## config.mk

```make
export PLATFORM = sky130hd
export DESIGN_NAME = flash_cb_ctrl
export DESIGN_NICKNAME = d
export VERILOG_FILES = /design/src/logic/flash_cb_pkg.sv /design/src/logic/flash_cb_ctrl.sv /design/src/logic/shadow_row_store.sv /design/src/logic/prog_latch.sv
export SDC_FILE = /design/constraint.sdc
export NUM_CORES = 1
export LEC_CHECK = 0
export BUFFER_PORTS_ARGS = -buffer_cell sky130_fd_sc_hd__buf_4
export CAP_MARGIN = 5
export CORE_ASPECT_RATIO = 1.5
export CORE_MARGIN = 2
export CORE_UTILIZATION = 49
export DETAILED_ROUTE_END_ITERATION = 10
export PLACE_DENSITY = 0.7
export SLEW_MARGIN = 20
export SYNTH_ARGS = -nofsm -noshare
export SYNTH_HDL_FRONTEND = slang
export SYNTH_SLANG_ARGS = --single-unit
```

## constraint.sdc

```tcl
create_clock -name i_sys_clk -period 6.03 [get_ports i_sys_clk]
set_input_delay 0.9045 -clock i_sys_clk [delete_from_list [all_inputs] [get_ports i_sys_clk]]
set_output_delay 0.9045 -clock i_sys_clk [all_outputs]
set_load 0.05 [all_outputs]
```

## src/logic/flash_cb_pkg.sv

```systemverilog
// Constants shared by the flash control block and its helpers
package flash_cb_pkg;
    // Control block geometry and register offsets within it
    localparam int          CB_BYTES       = 32;
    localparam int          CB_OFS_W       = 5;
    localparam logic [4:0]  OFS_CONFIG     = 5'h00;
    localparam logic [4:0]  OFS_BASE_HI    = 5'h08;
    localparam logic [4:0]  OFS_BASE_LO    = 5'h0A;
    localparam logic [4:0]  OFS_HV_CTRL1   = 5'h0C;
    localparam logic [4:0]  OFS_HV_CTRL2   = 5'h0E;
    // Supervisor data space function code
    localparam logic [2:0]  FC_SUPER_DATA  = 3'h5;
    // Register reset values, applied before the shadow load
    localparam logic [15:0] CONFIG_RST     = 16'h4800;
    localparam logic [15:0] BASE_HI_RST    = 16'h0000;
    localparam logic [15:0] BASE_LO_RST    = 16'h0000;
    localparam logic [15:0] HV_CTRL1_RST   = 16'h0000;
    localparam logic [15:0] HV_CTRL2_RST   = 16'h0000;
    // Config fields: which bits come from shadow, which are writable
    localparam logic [15:0] CONFIG_SH_MASK = 16'h93C0;
    localparam logic [15:0] CONFIG_WR_MASK = 16'hFFC0;
    localparam int          CFG_STOP_BIT   = 15;
    localparam int          CFG_PROT_BIT   = 14;
    // High-voltage control 1 fields
    localparam logic [15:0] HV1_WR_MASK    = 16'h0007;
    localparam int          HV_EHV_BIT     = 0;
    localparam int          HV_ERASE_BIT   = 1;
    localparam int          HV_SETUP_BIT   = 2;
    // Base address: high register carries address bits 23:16
    localparam logic [15:0] BASE_HI_MASK   = 16'h00FF;
    // Shadow row: one word per shadowed register, erased state all ones
    localparam int          SH_WORDS       = 4;
    localparam logic [1:0]  SH_CONFIG      = 2'h0;
    localparam logic [1:0]  SH_BASE_HI     = 2'h1;
    localparam logic [1:0]  SH_BASE_LO     = 2'h2;
    localparam logic [1:0]  SH_HV_CTRL2    = 2'h3;
    localparam logic [15:0] ERASED_WORD    = 16'hFFFF;
    // Control sequencer states, Gray coded along reset -> load -> run
    typedef enum logic [1:0] {
        ST_RESET = 2'b00,
        ST_LOAD  = 2'b01,
        ST_RUN   = 2'b11
    } cb_state_t;
endpackage

```

## src/logic/flash_cb_ctrl.sv

```systemverilog
// Flash control block: registers, shadow reset load, program/erase control
`timescale 1ns/1ps
module flash_cb_ctrl
    import flash_cb_pkg::*;
#(
    parameter logic [18:0] CB_BASE  = 19'h7FFC0,  // Control block address bits 23:5
    parameter int          ARRAY_AW = 18,         // Array span in address bits
    parameter int          BLK_W    = 3           // Width of the block address field
) (
    input  wire logic        i_sys_clk,
    input  wire logic        i_rst,
    input  wire logic        i_bus_req,
    input  wire logic        i_bus_write,
    input  wire logic [2:0]  i_bus_function_code,
    input  wire logic [23:0] i_bus_addr,
    input  wire logic [15:0] i_bus_wdata,
    output logic             o_addr_ack,
    output logic             o_bus_err,
    output logic [15:0]      o_rdata,
    output logic             o_array_sel,
    output logic             o_burst_buf_sel,
    output logic             o_array_prog,
    output logic             o_array_erase,
    output logic [23:0]      o_array_pe_addr,
    output logic [15:0]      o_array_pe_data,
    output logic             o_hv_active,
    output logic             o_load_busy
);
    cb_state_t              state_r;
    cb_state_t              state_nxt;
    logic [15:0]            module_config_reg;
    logic [15:0]            array_base_hi_r;
    logic [15:0]            array_base_lo_r;
    logic [15:0]            high_voltage_ctrl_reg;
    logic [15:0]            hv_ctrl2_r;
    logic [15:0]            hv1_nxt;
    logic [SH_WORDS*16-1:0] sh_words;
    logic                   lat_valid;
    logic                   lat_shadow;
    logic [23:0]            lat_addr;
    logic [15:0]            lat_data;

    // Offset to shadow word index, and whether the offset has one
    function automatic logic [1:0] sh_index(input logic [4:0] ofs);
        logic [1:0] idx;
        idx = SH_CONFIG;
        if (ofs == OFS_BASE_HI) idx = SH_BASE_HI;
        if (ofs == OFS_BASE_LO) idx = SH_BASE_LO;
        if (ofs == OFS_HV_CTRL2) idx = SH_HV_CTRL2;
        return idx;
    endfunction

    function automatic logic is_shadowed(input logic [4:0] ofs);
        return (ofs == OFS_CONFIG) || (ofs == OFS_BASE_HI) ||
               (ofs == OFS_BASE_LO) || (ofs == OFS_HV_CTRL2);
    endfunction

    // Control block decode; nothing is answered until the shadow load is done
    wire [4:0] ofs       = i_bus_addr[4:0];
    wire       running   = (state_r == ST_RUN);
    wire       cb_hit    = i_bus_req && running && (i_bus_addr[23:5] == CB_BASE);
    wire       super_sp  = (i_bus_function_code == FC_SUPER_DATA);
    wire       cb_take   = cb_hit && super_sp;
    wire       ofs_known = is_shadowed(ofs) || (ofs == OFS_HV_CTRL1);
    wire       cb_wr     = cb_take && ofs_known && i_bus_write;

    // Mode bits
    wire stop_bit  = module_config_reg[CFG_STOP_BIT];
    wire prot_bit  = module_config_reg[CFG_PROT_BIT];
    wire high_voltage_enable       = high_voltage_ctrl_reg[HV_EHV_BIT];
    wire erase_md  = high_voltage_ctrl_reg[HV_ERASE_BIT];
    wire setup_md  = high_voltage_ctrl_reg[HV_SETUP_BIT];

    // Array window from the base registers; STOP hides it, the control block wins any overlap
    wire [23:0] array_base = {array_base_hi_r[7:0], array_base_lo_r};
    wire        array_hit  = i_bus_req && running && !stop_bit && !cb_hit &&
                             (i_bus_addr[23:ARRAY_AW] == array_base[23:ARRAY_AW]);
    wire [BLK_W-1:0] bus_blk = i_bus_addr[ARRAY_AW-1 -: BLK_W];
    wire [BLK_W-1:0] lat_blk = lat_addr[ARRAY_AW-1 -: BLK_W];

    // In setup mode shadowed-register writes go to the latches, not the register
    wire sh_wr_lat  = cb_wr && setup_md && is_shadowed(ofs);
    wire reg_wr     = cb_wr && !sh_wr_lat;
    wire arr_wr_lat = array_hit && i_bus_write && setup_md;
    wire lat_cap    = sh_wr_lat || arr_wr_lat;

    // Program/erase fires at the rising edge of the enable; PROTECT withholds the pulse, not the high voltage
    wire ehv_rise   = hv1_nxt[HV_EHV_BIT] && !high_voltage_enable && running;
    wire fire       = ehv_rise && lat_valid && !prot_bit;
    wire do_erase   = fire && erase_md;
    wire do_prog    = fire && !erase_md;
    wire blk0_erase = do_erase && !lat_shadow && (lat_blk == '0);
    wire sh_erase   = blk0_erase || (do_erase && lat_shadow);
    wire sh_prog    = do_prog && lat_shadow;
    wire arr_prog   = do_prog && !lat_shadow;
    wire arr_erase  = do_erase && !lat_shadow;

    // Next value of high-voltage control 1; enable only sticks in setup mode
    always_comb begin
        hv1_nxt = high_voltage_ctrl_reg;
        if (reg_wr && ofs == OFS_HV_CTRL1) begin
            hv1_nxt = i_bus_wdata & HV1_WR_MASK;
            if (!i_bus_wdata[HV_SETUP_BIT]) begin
                hv1_nxt[HV_EHV_BIT] = 1'b0;
            end
        end
        // Stopping the module drops the programming voltage at once
        if (stop_bit) begin
            hv1_nxt[HV_EHV_BIT] = 1'b0;
        end
    end

    // Sequencer: one load cycle after reset release, then run
    always_comb begin
        unique case (state_r)
            ST_RESET: state_nxt = ST_LOAD;
            ST_LOAD:  state_nxt = ST_RUN;
            ST_RUN:   state_nxt = ST_RUN;
            default:  state_nxt = ST_RESET;
        endcase
    end

    always_ff @(posedge i_sys_clk or posedge i_rst) begin
        if (i_rst) begin
            state_r <= ST_RESET;
        end else begin
            state_r <= state_nxt;
        end
    end

    // Shadow words, taken apart for the load
    wire [15:0] sh_cfg  = sh_words[SH_CONFIG*16 +: 16];
    wire [15:0] sh_bhi  = sh_words[SH_BASE_HI*16 +: 16];
    wire [15:0] sh_blo  = sh_words[SH_BASE_LO*16 +: 16];
    wire [15:0] sh_hv2  = sh_words[SH_HV_CTRL2*16 +: 16];
    wire        loading = (state_r == ST_LOAD);

    // Config and base registers: shadow load at reset, bus writes afterwards
    always_ff @(posedge i_sys_clk or posedge i_rst) begin
        if (i_rst) begin
            module_config_reg <= CONFIG_RST;
            array_base_hi_r   <= BASE_HI_RST;
            array_base_lo_r   <= BASE_LO_RST;
            hv_ctrl2_r        <= HV_CTRL2_RST;
        end else if (loading) begin
            module_config_reg <= (CONFIG_RST & ~CONFIG_SH_MASK) |
                                 (sh_cfg & CONFIG_SH_MASK);
            array_base_hi_r   <= sh_bhi & BASE_HI_MASK;
            array_base_lo_r   <= sh_blo;
            hv_ctrl2_r        <= sh_hv2;
        end else if (reg_wr) begin
            if (ofs == OFS_CONFIG)   module_config_reg <= i_bus_wdata & CONFIG_WR_MASK;
            if (ofs == OFS_BASE_HI)  array_base_hi_r   <= i_bus_wdata & BASE_HI_MASK;
            if (ofs == OFS_BASE_LO)  array_base_lo_r   <= i_bus_wdata;
            if (ofs == OFS_HV_CTRL2) hv_ctrl2_r        <= i_bus_wdata;
        end
    end

    // High-voltage control 1 is never shadowed
    always_ff @(posedge i_sys_clk or posedge i_rst) begin
        if (i_rst) begin
            high_voltage_ctrl_reg <= HV_CTRL1_RST;
        end else begin
            high_voltage_ctrl_reg <= hv1_nxt;
        end
    end

    // Read data selection; reserved offsets read zero (undefined to software)
    logic [15:0] rd_mux;
    always_comb begin
        unique case (ofs)
            OFS_CONFIG:   rd_mux = module_config_reg;
            OFS_BASE_HI:  rd_mux = array_base_hi_r;
            OFS_BASE_LO:  rd_mux = array_base_lo_r;
            OFS_HV_CTRL1: rd_mux = high_voltage_ctrl_reg;
            OFS_HV_CTRL2: rd_mux = hv_ctrl2_r;
            default:      rd_mux = 16'h0000;
        endcase
    end

    // Bus answers one cycle after the request; other spaces get no acknowledge
    always_ff @(posedge i_sys_clk or posedge i_rst) begin
        if (i_rst) begin
            o_addr_ack <= 1'b0;
            o_bus_err  <= 1'b0;
            o_rdata    <= 16'h0000;
        end else begin
            o_addr_ack <= cb_take;
            o_bus_err  <= cb_take && !ofs_known;
            if (cb_take && !i_bus_write) begin
                o_rdata <= rd_mux;
            end
        end
    end

    // Array program/erase strobes carry the latched location, never register state
    always_ff @(posedge i_sys_clk or posedge i_rst) begin
        if (i_rst) begin
            o_array_prog    <= 1'b0;
            o_array_erase   <= 1'b0;
            o_array_pe_addr <= 24'h000000;
            o_array_pe_data <= 16'h0000;
        end else begin
            o_array_prog  <= arr_prog;
            o_array_erase <= arr_erase;
            if (arr_prog || arr_erase) begin
                o_array_pe_addr <= lat_addr;
                o_array_pe_data <= lat_data;
            end
        end
    end

    // Array read steering is combinational, it rides the same bus cycle
    assign o_array_sel     = array_hit && !i_bus_write;
    assign o_burst_buf_sel = bus_blk[BLK_W-1];
    assign o_hv_active     = high_voltage_enable;
    assign o_load_busy     = !running;

    // Latches freeze while high voltage is on and empty when setup ends
    prog_latch u_latch (
        .i_sys_clk (i_sys_clk),
        .i_rst     (i_rst),
        .i_capture (lat_cap),
        .i_freeze  (high_voltage_enable),
        .i_clear   (!setup_md),
        .i_shadow  (sh_wr_lat),
        .i_addr    (i_bus_addr),
        .i_data    (i_bus_wdata),
        .o_valid   (lat_valid),
        .o_shadow  (lat_shadow),
        .o_addr    (lat_addr),
        .o_data    (lat_data)
    );

    // Shadow row; programmed words show up in registers only via the reset load
    shadow_row_store u_shadow (
        .i_sys_clk (i_sys_clk),
        .i_prog    (sh_prog),
        .i_idx     (sh_index(lat_addr[4:0])),
        .i_data    (lat_data),
        .i_erase   (sh_erase),
        .o_words   (sh_words)
    );
endmodule

```

## src/logic/shadow_row_store.sv

```systemverilog
// Spare-row shadow words: nonvolatile model with program (AND) and erase
`timescale 1ns/1ps
module shadow_row_store
    import flash_cb_pkg::*;
(
    input  wire logic                   i_sys_clk,
    input  wire logic                   i_prog,
    input  wire logic [1:0]             i_idx,
    input  wire logic [15:0]            i_data,
    input  wire logic                   i_erase,
    output logic      [SH_WORDS*16-1:0] o_words
);
    // No reset on purpose: contents must survive master reset
    logic [15:0] mem [SH_WORDS];

    // Programming only clears bits, erase returns every word to all ones
    always_ff @(posedge i_sys_clk) begin
        for (int i = 0; i < SH_WORDS; i++) begin
            if (i_erase) begin
                mem[i] <= ERASED_WORD;
            end else if (i_prog && (i_idx == 2'(i))) begin
                mem[i] <= mem[i] & i_data;
            end
        end
    end

    // Flat view for the reset-time load
    always_comb begin
        for (int i = 0; i < SH_WORDS; i++) begin
            o_words[i*16 +: 16] = mem[i];
        end
    end
endmodule

```

## src/logic/prog_latch.sv

```systemverilog
// Programming latches: address and data of the write to be programmed
`timescale 1ns/1ps
module prog_latch
    import flash_cb_pkg::*;
(
    input  wire logic        i_sys_clk,
    input  wire logic        i_rst,
    input  wire logic        i_capture,
    input  wire logic        i_freeze,
    input  wire logic        i_clear,
    input  wire logic        i_shadow,
    input  wire logic [23:0] i_addr,
    input  wire logic [15:0] i_data,
    output logic             o_valid,
    output logic             o_shadow,
    output logic [23:0]      o_addr,
    output logic [15:0]      o_data
);
    // Last capture before freeze wins; frozen while high voltage is on
    always_ff @(posedge i_sys_clk or posedge i_rst) begin
        if (i_rst) begin
            o_valid  <= 1'b0;
            o_shadow <= 1'b0;
            o_addr   <= 24'h000000;
            o_data   <= 16'h0000;
        end else if (i_clear) begin
            o_valid  <= 1'b0;
        end else if (i_capture && !i_freeze) begin
            o_valid  <= 1'b1;
            o_shadow <= i_shadow;
            o_addr   <= i_addr;
            o_data   <= i_data;
        end
    end
endmodule

```

### Yosys cells after proc, flatten, opt, wreduce, memory -nomap -nowiden

Memory sizes are Yosys's and may differ from the RTL's.
Index checks and enable logic that the tools add are counted.

* output and inout port bits: 64
* bits in writable memories: 64
* register bits: 171
* memories kept: 1

Memory list
* u_shadow.mem: depth 4, width 16, read ports 4, clocked after Yosys merged registers in 0, write ports 4, RTL line shadow_row_store.sv:14 `logic [15:0] mem [SH_WORDS];`

* mux-type cells: 40
* eq/ne operators: 16
* reductions and logical operators: 65
* bitwise operators: 8

Operators with widths (count)
* $mux W16: 16
* $pmux W16 S5: 1
* $and A16 B16 Y16: 4
* $eq A5 B4 Y1 const B: 7
* $logic_and A1 B1 Y1: 33
* $mux W1: 20
* $eq A19 B19 Y1 const B: 1
* $logic_not A1 Y1: 10
* $reduce_and A2 Y1: 5
* $reduce_bool A2 Y1: 5
* $logic_or A1 B1 Y1: 7
* $eq A2 B2 Y1 const B: 3
* $eq A6 B6 Y1: 1
* $logic_not A5 Y1: 1
* $eq A2 B1 Y1 const B: 2
* $logic_not A2 Y1: 2
* $mux W2: 2
* $or A1 B1 Y1: 4
* $pmux W2 S2: 1
* $eq A3 B3 Y1 const B: 1
* $logic_not A3 Y1: 1
* $ne A2 B1 Y1 const B: 1
* $reduce_or A2 Y1: 1

### Depth between registers and ports, before layout

* word-level depth: 25
* depth in mapped cells: 7

### By module

Synthesis repeated with hierarchy kept, for this count alone.

* cell total of the unflattened synthesis: 797
* area, all modules: 9798.1 um^2

By module, submodules not included
* flash_cb_ctrl: area each 5637.9 um^2, seq. area each 2880.3 um^2, cells an instance 512, times used 1
* shadow_row_store: area each 2565.0 um^2, seq. area each 1921.8 um^2, cells an instance 193, times used 1
* prog_latch: area each 1595.3 um^2, seq. area each 1051.0 um^2, cells an instance 92, times used 1

### Worst setup path after synthesis

No wires, ideal clock.

* kind: in2out
* from: input port i_bus_addr[21]
* to: output port o_array_sel
* slack: 1.283 ns
* data arrival time: 3.842 ns
* data required time: 5.125 ns
* cell stages on the path: 3
* buffers on the path: 0
* path through: and4_1 -> and4_1 -> a2111oi_0

* cells in the longest elaborated chain, start to end: 6
* elaborated cells between the ends (all ways): 7

Ends and longest elaborated chain
* from (decl): RTL line flash_cb_ctrl.sv:15 `input wire logic [23:0] i_bus_addr,`
* $eq A19 B19 Y1: RTL line flash_cb_ctrl.sv:61 `wire cb_hit = i_bus_req && running && (i_bus_addr[23:5] == CB_BASE);`
* $logic_and A1 B1 Y1: RTL line flash_cb_ctrl.sv:61
* $logic_not A1 Y1: RTL line flash_cb_ctrl.sv:76 `wire array_hit = i_bus_req && running && !stop_bit && !cb_hit &&`
* $logic_and A1 B1 Y1: RTL line flash_cb_ctrl.sv:76
* $logic_and A1 B1 Y1 *: RTL line flash_cb_ctrl.sv:76
* $logic_and A1 B1 Y1 *: RTL line flash_cb_ctrl.sv:214 `assign o_array_sel = array_hit && !i_bus_write;`
* to (decl): RTL line flash_cb_ctrl.sv:20 `output logic o_array_sel,`

Every way passes the cells marked *; elsewhere a longest branch is shown, timed or not.

### Worst setup path after layout

Same ends and word-level chain as after synthesis.

==> results.yml <==
yosys:
  synth_top_cell_by_area: "dfrtp_1"
  synth.most_common_cell: "dfrtp_1"
  syn_nets: 748
  ys_seq_area_share_pct: 59.2
  synth_top_area_share_pct: 43.2
  synth_cells: 701
  synth_flop_cell: "dfrtp_1"
  syn-cell-area_sq_mm: 0.00897
  ys_types: 52
  ys_warn_count: 0
  synth.area.top_cells: "dfrtp_1 43%, edfxtp_1 15%, mux2_2 11%"
  synth_edf_count: 46
  ys_ff_latch: 203
  avgSynthCellArea_sq_um: 12.8
  synthArstFlopShare_pct: 77.3
  yosys-top-cells-count: "155 x dfrtp_1, 90 x mux2_2, 68 x nand2_1"
final_layout:
  reg_top3: "u_shadow.mem: 46 flops, o_array_pe_addr: 24 flops, u_latch.o_addr: 24 flops"
  largest_reg_flops: 46
  layout-drive-gt1-share_pct: 32.0
  nFillCells: 1458
  fin_util_pct: 59.3
  nNetsFinal: 852
  largest-register: "u_shadow.mem"
  syn2layout_area_growth_pct: 18.7
  antenna_cells: 0
critical_path:
  cp_data_arrival_time_ns: 2.63
  path_buf_inv: 2
  cp_top_family: "compound AO/OA/AOI/OAI gates"
  critPathKind: "in -> out"
  endpoint_kind: "output port"
  cpPeakStageDelay_ns: 0.74
  startpoint_type: "primary input"
  path_cells: "buf_4 -> and4_1 -> and4_1 -> a2111oi_0 -> buf_4"
  crit_fanout: 6
  startpoint: "i_bus_addr[21]"
  required_ns: 5.13
  cpMaxStageDelayCell: "a2111oi_0"
  r2r_start: "state_r[1]$_DFF_PP0_"
sta:
  fmax_ghz: 0.283
  finalWorstPathRequiredPeriod_ns: 3.54
  setup-tns-final_ns: 0
  finalHoldViolations: 0
  setup_viol: 0
  worst_pin_slew_ns: 1.04
  slew_violations: 0
  skew_ns: 0.0101
  hold_ws_ns: 0.475
  rsz0062_at_grt: "no"
  relSlewSlack_pct: 30.0
  post-route-period-util_pct: 58.7
die:
  die-width_microns: 114
  die_y_microns: 170
  num_rows: 60
  core-area_sq_mm: 0.0179
  start_util_pct: 50.0
  dieArea_sq_mm: 0.0194
  ios: 111
global_route:
  grt_max_degree: 95
  grt_antenna_before_repair: 0
  track_usage_pct: 23.4
  grt_pass1_wl_microns: 35300
  grt_pass1_vias: 6374
  overflow: 0
route:
  drc: 0
  drt_wl_total_microns: 22500
  route.vias.total: 6143
  drt-initial-drc-count: 549
  firstDrtPassIters: 5
  ant_nets: 0
  via_per_inst: 5.93
  drt-wirelength-per-cell_microns: 21.7
clock_network:
  cts_buffer_depth: 3
  holdBufCountCts: 0
  cts_sinks: 203
  clockRootBuffer: "clkbuf_16"
  path_clk_slew_ns: 0.06
  cts_setup_buffers: 0
  cts_made_buffers: 20
  cts_tree: "built"
  cts_resized: 0
  htreeDepth: 1
  worstSkewPairLatency_ns: 0.49
place:
  gp_congestion: 0.917
  portBuffers: 110
  place_hpwl_microns: 15300
power:
  power_leakage_nw: 4.87
  power_density_mw_per_mm2: 249
  peakVddDrop_mv: 0.178
worst_hold_path:
  hold_class: "reg -> reg"
  min_from: "state_r[0]$_DFF_PP0_"
run:
  cap_viol_max_count: 0
status:
  status: "finished, final reports clean"
worst paths after layout:
path | slack (ns) | cells after the start | to
max | 2.49 | 5 | o_array_sel
min | 0.47 | 0 | state_r[1]$_DFF_PP0_
max reg2reg | 3.16 | 5 | u_shadow.mem[3][4]$_SDFFCE_PN1P_
min reg2reg | 0.47 | 0 | state_r[1]$_DFF_PP0_
max in group asynchronous | 4.07 | 3 | hv_ctrl2_r[7]$_DFFE_PP0P_
min in group asynchronous | 0.56 | 2 | o_array_pe_addr[18]$_DFFE_PP0P_
worst register-to-register path, stage by stage (launching register included):
cell	delay (ns)
dfrtp_1	0.44
and2_1	0.25
and4_1	0.31
nand3_1	0.15
nor4_1	0.58
o21a_1	0.76
metal layers:
layer	vias up	share of wire (%)	routed length, microns	global-route usage, %
li1	2781	-	-	-
met1	3104	40	8950	29.5
met2	217	52	11800	41.1
met5	-	0	0	0
met3	41	5.3	1190	3.36
met4	0	2.7	598	7.90
where the power goes:
part / switching [mW] / internal, mW / leakage (nW)
Sequential: 0.0000000179 / 1.40 / 2.72
Combinational: 0.0587 / 0.0310 / 1.85
Clock: 0.520 / 0.640 / 0.295
placed cells by master (no fill, tap or decap), drive strengths merged, types with 9 or more instances in the layout:
| cell | netlist | routed |
|---|---|---|
| nor2 | 16 | 16 |
| a22oi | 18 | 18 |
| nand2 | 68 | 68 |
| mux2i | 51 | 51 |
| buf | 12 | 118 |
| o21ai | 60 | 60 |
| nor2b | 9 | 9 |
| mux2 | 90 | 90 |
| nand4 | 14 | 14 |
| a21o | 47 | 47 |
| dfrtp | 155 | 155 |
| edfxtp | 46 | 46 |
| clkbuf | 24 | 25 |
metrics by stage:
stage | area [sq um] | power (mW) | setup slack, ns | instances
2_1_floorplan | 8970 | 1.46 | 0.894 | 701
3_5_place_dp | 10000 | 1.52 | 2.32 | 1000
4_1_cts | 10600 | 2.67 | 2.56 | 1036
3_3_place_gp | 10000 | 1.51 | 2.39 | 1000
5_1_grt | 10600 | 2.73 | 2.53 | 1036
6_report | 10600 | 2.65 | 2.49 | 1036
area by class of cell:
| type | count | area (sq um) | share of cell area (%) |
|---|---|---|---|
| Clock inverter | 11 | 60.1 | 0.564 |
| Sequential cell | 203 | 5310 | 49.9 |
| Tap cell | 217 | 272 | 2.55 |
| Clock buffer | 25 | 541 | 5.08 |
| Inverter | 5 | 23.8 | 0.223 |
| Multi-Input combinational cell | 457 | 3550 | 33.4 |
| Timing Repair Buffer | 118 | 886 | 8.32 |
logic make-up (layout without fill, tap and decap cells):
kind of cell | count (synthesis) | count (layout) | share of synthesized area, %
simple gates | 159 | 159 | 10.1
flops | 203 | 203 | 59.2
xor+xnor | 6 | 6 | 0.586
mux | 141 | 141 | 17.0
compound gates | 151 | 151 | 11.1
buf+inv | 41 | 159 | 2.01
Note: power is estimated with default switching activity, not from simulation.
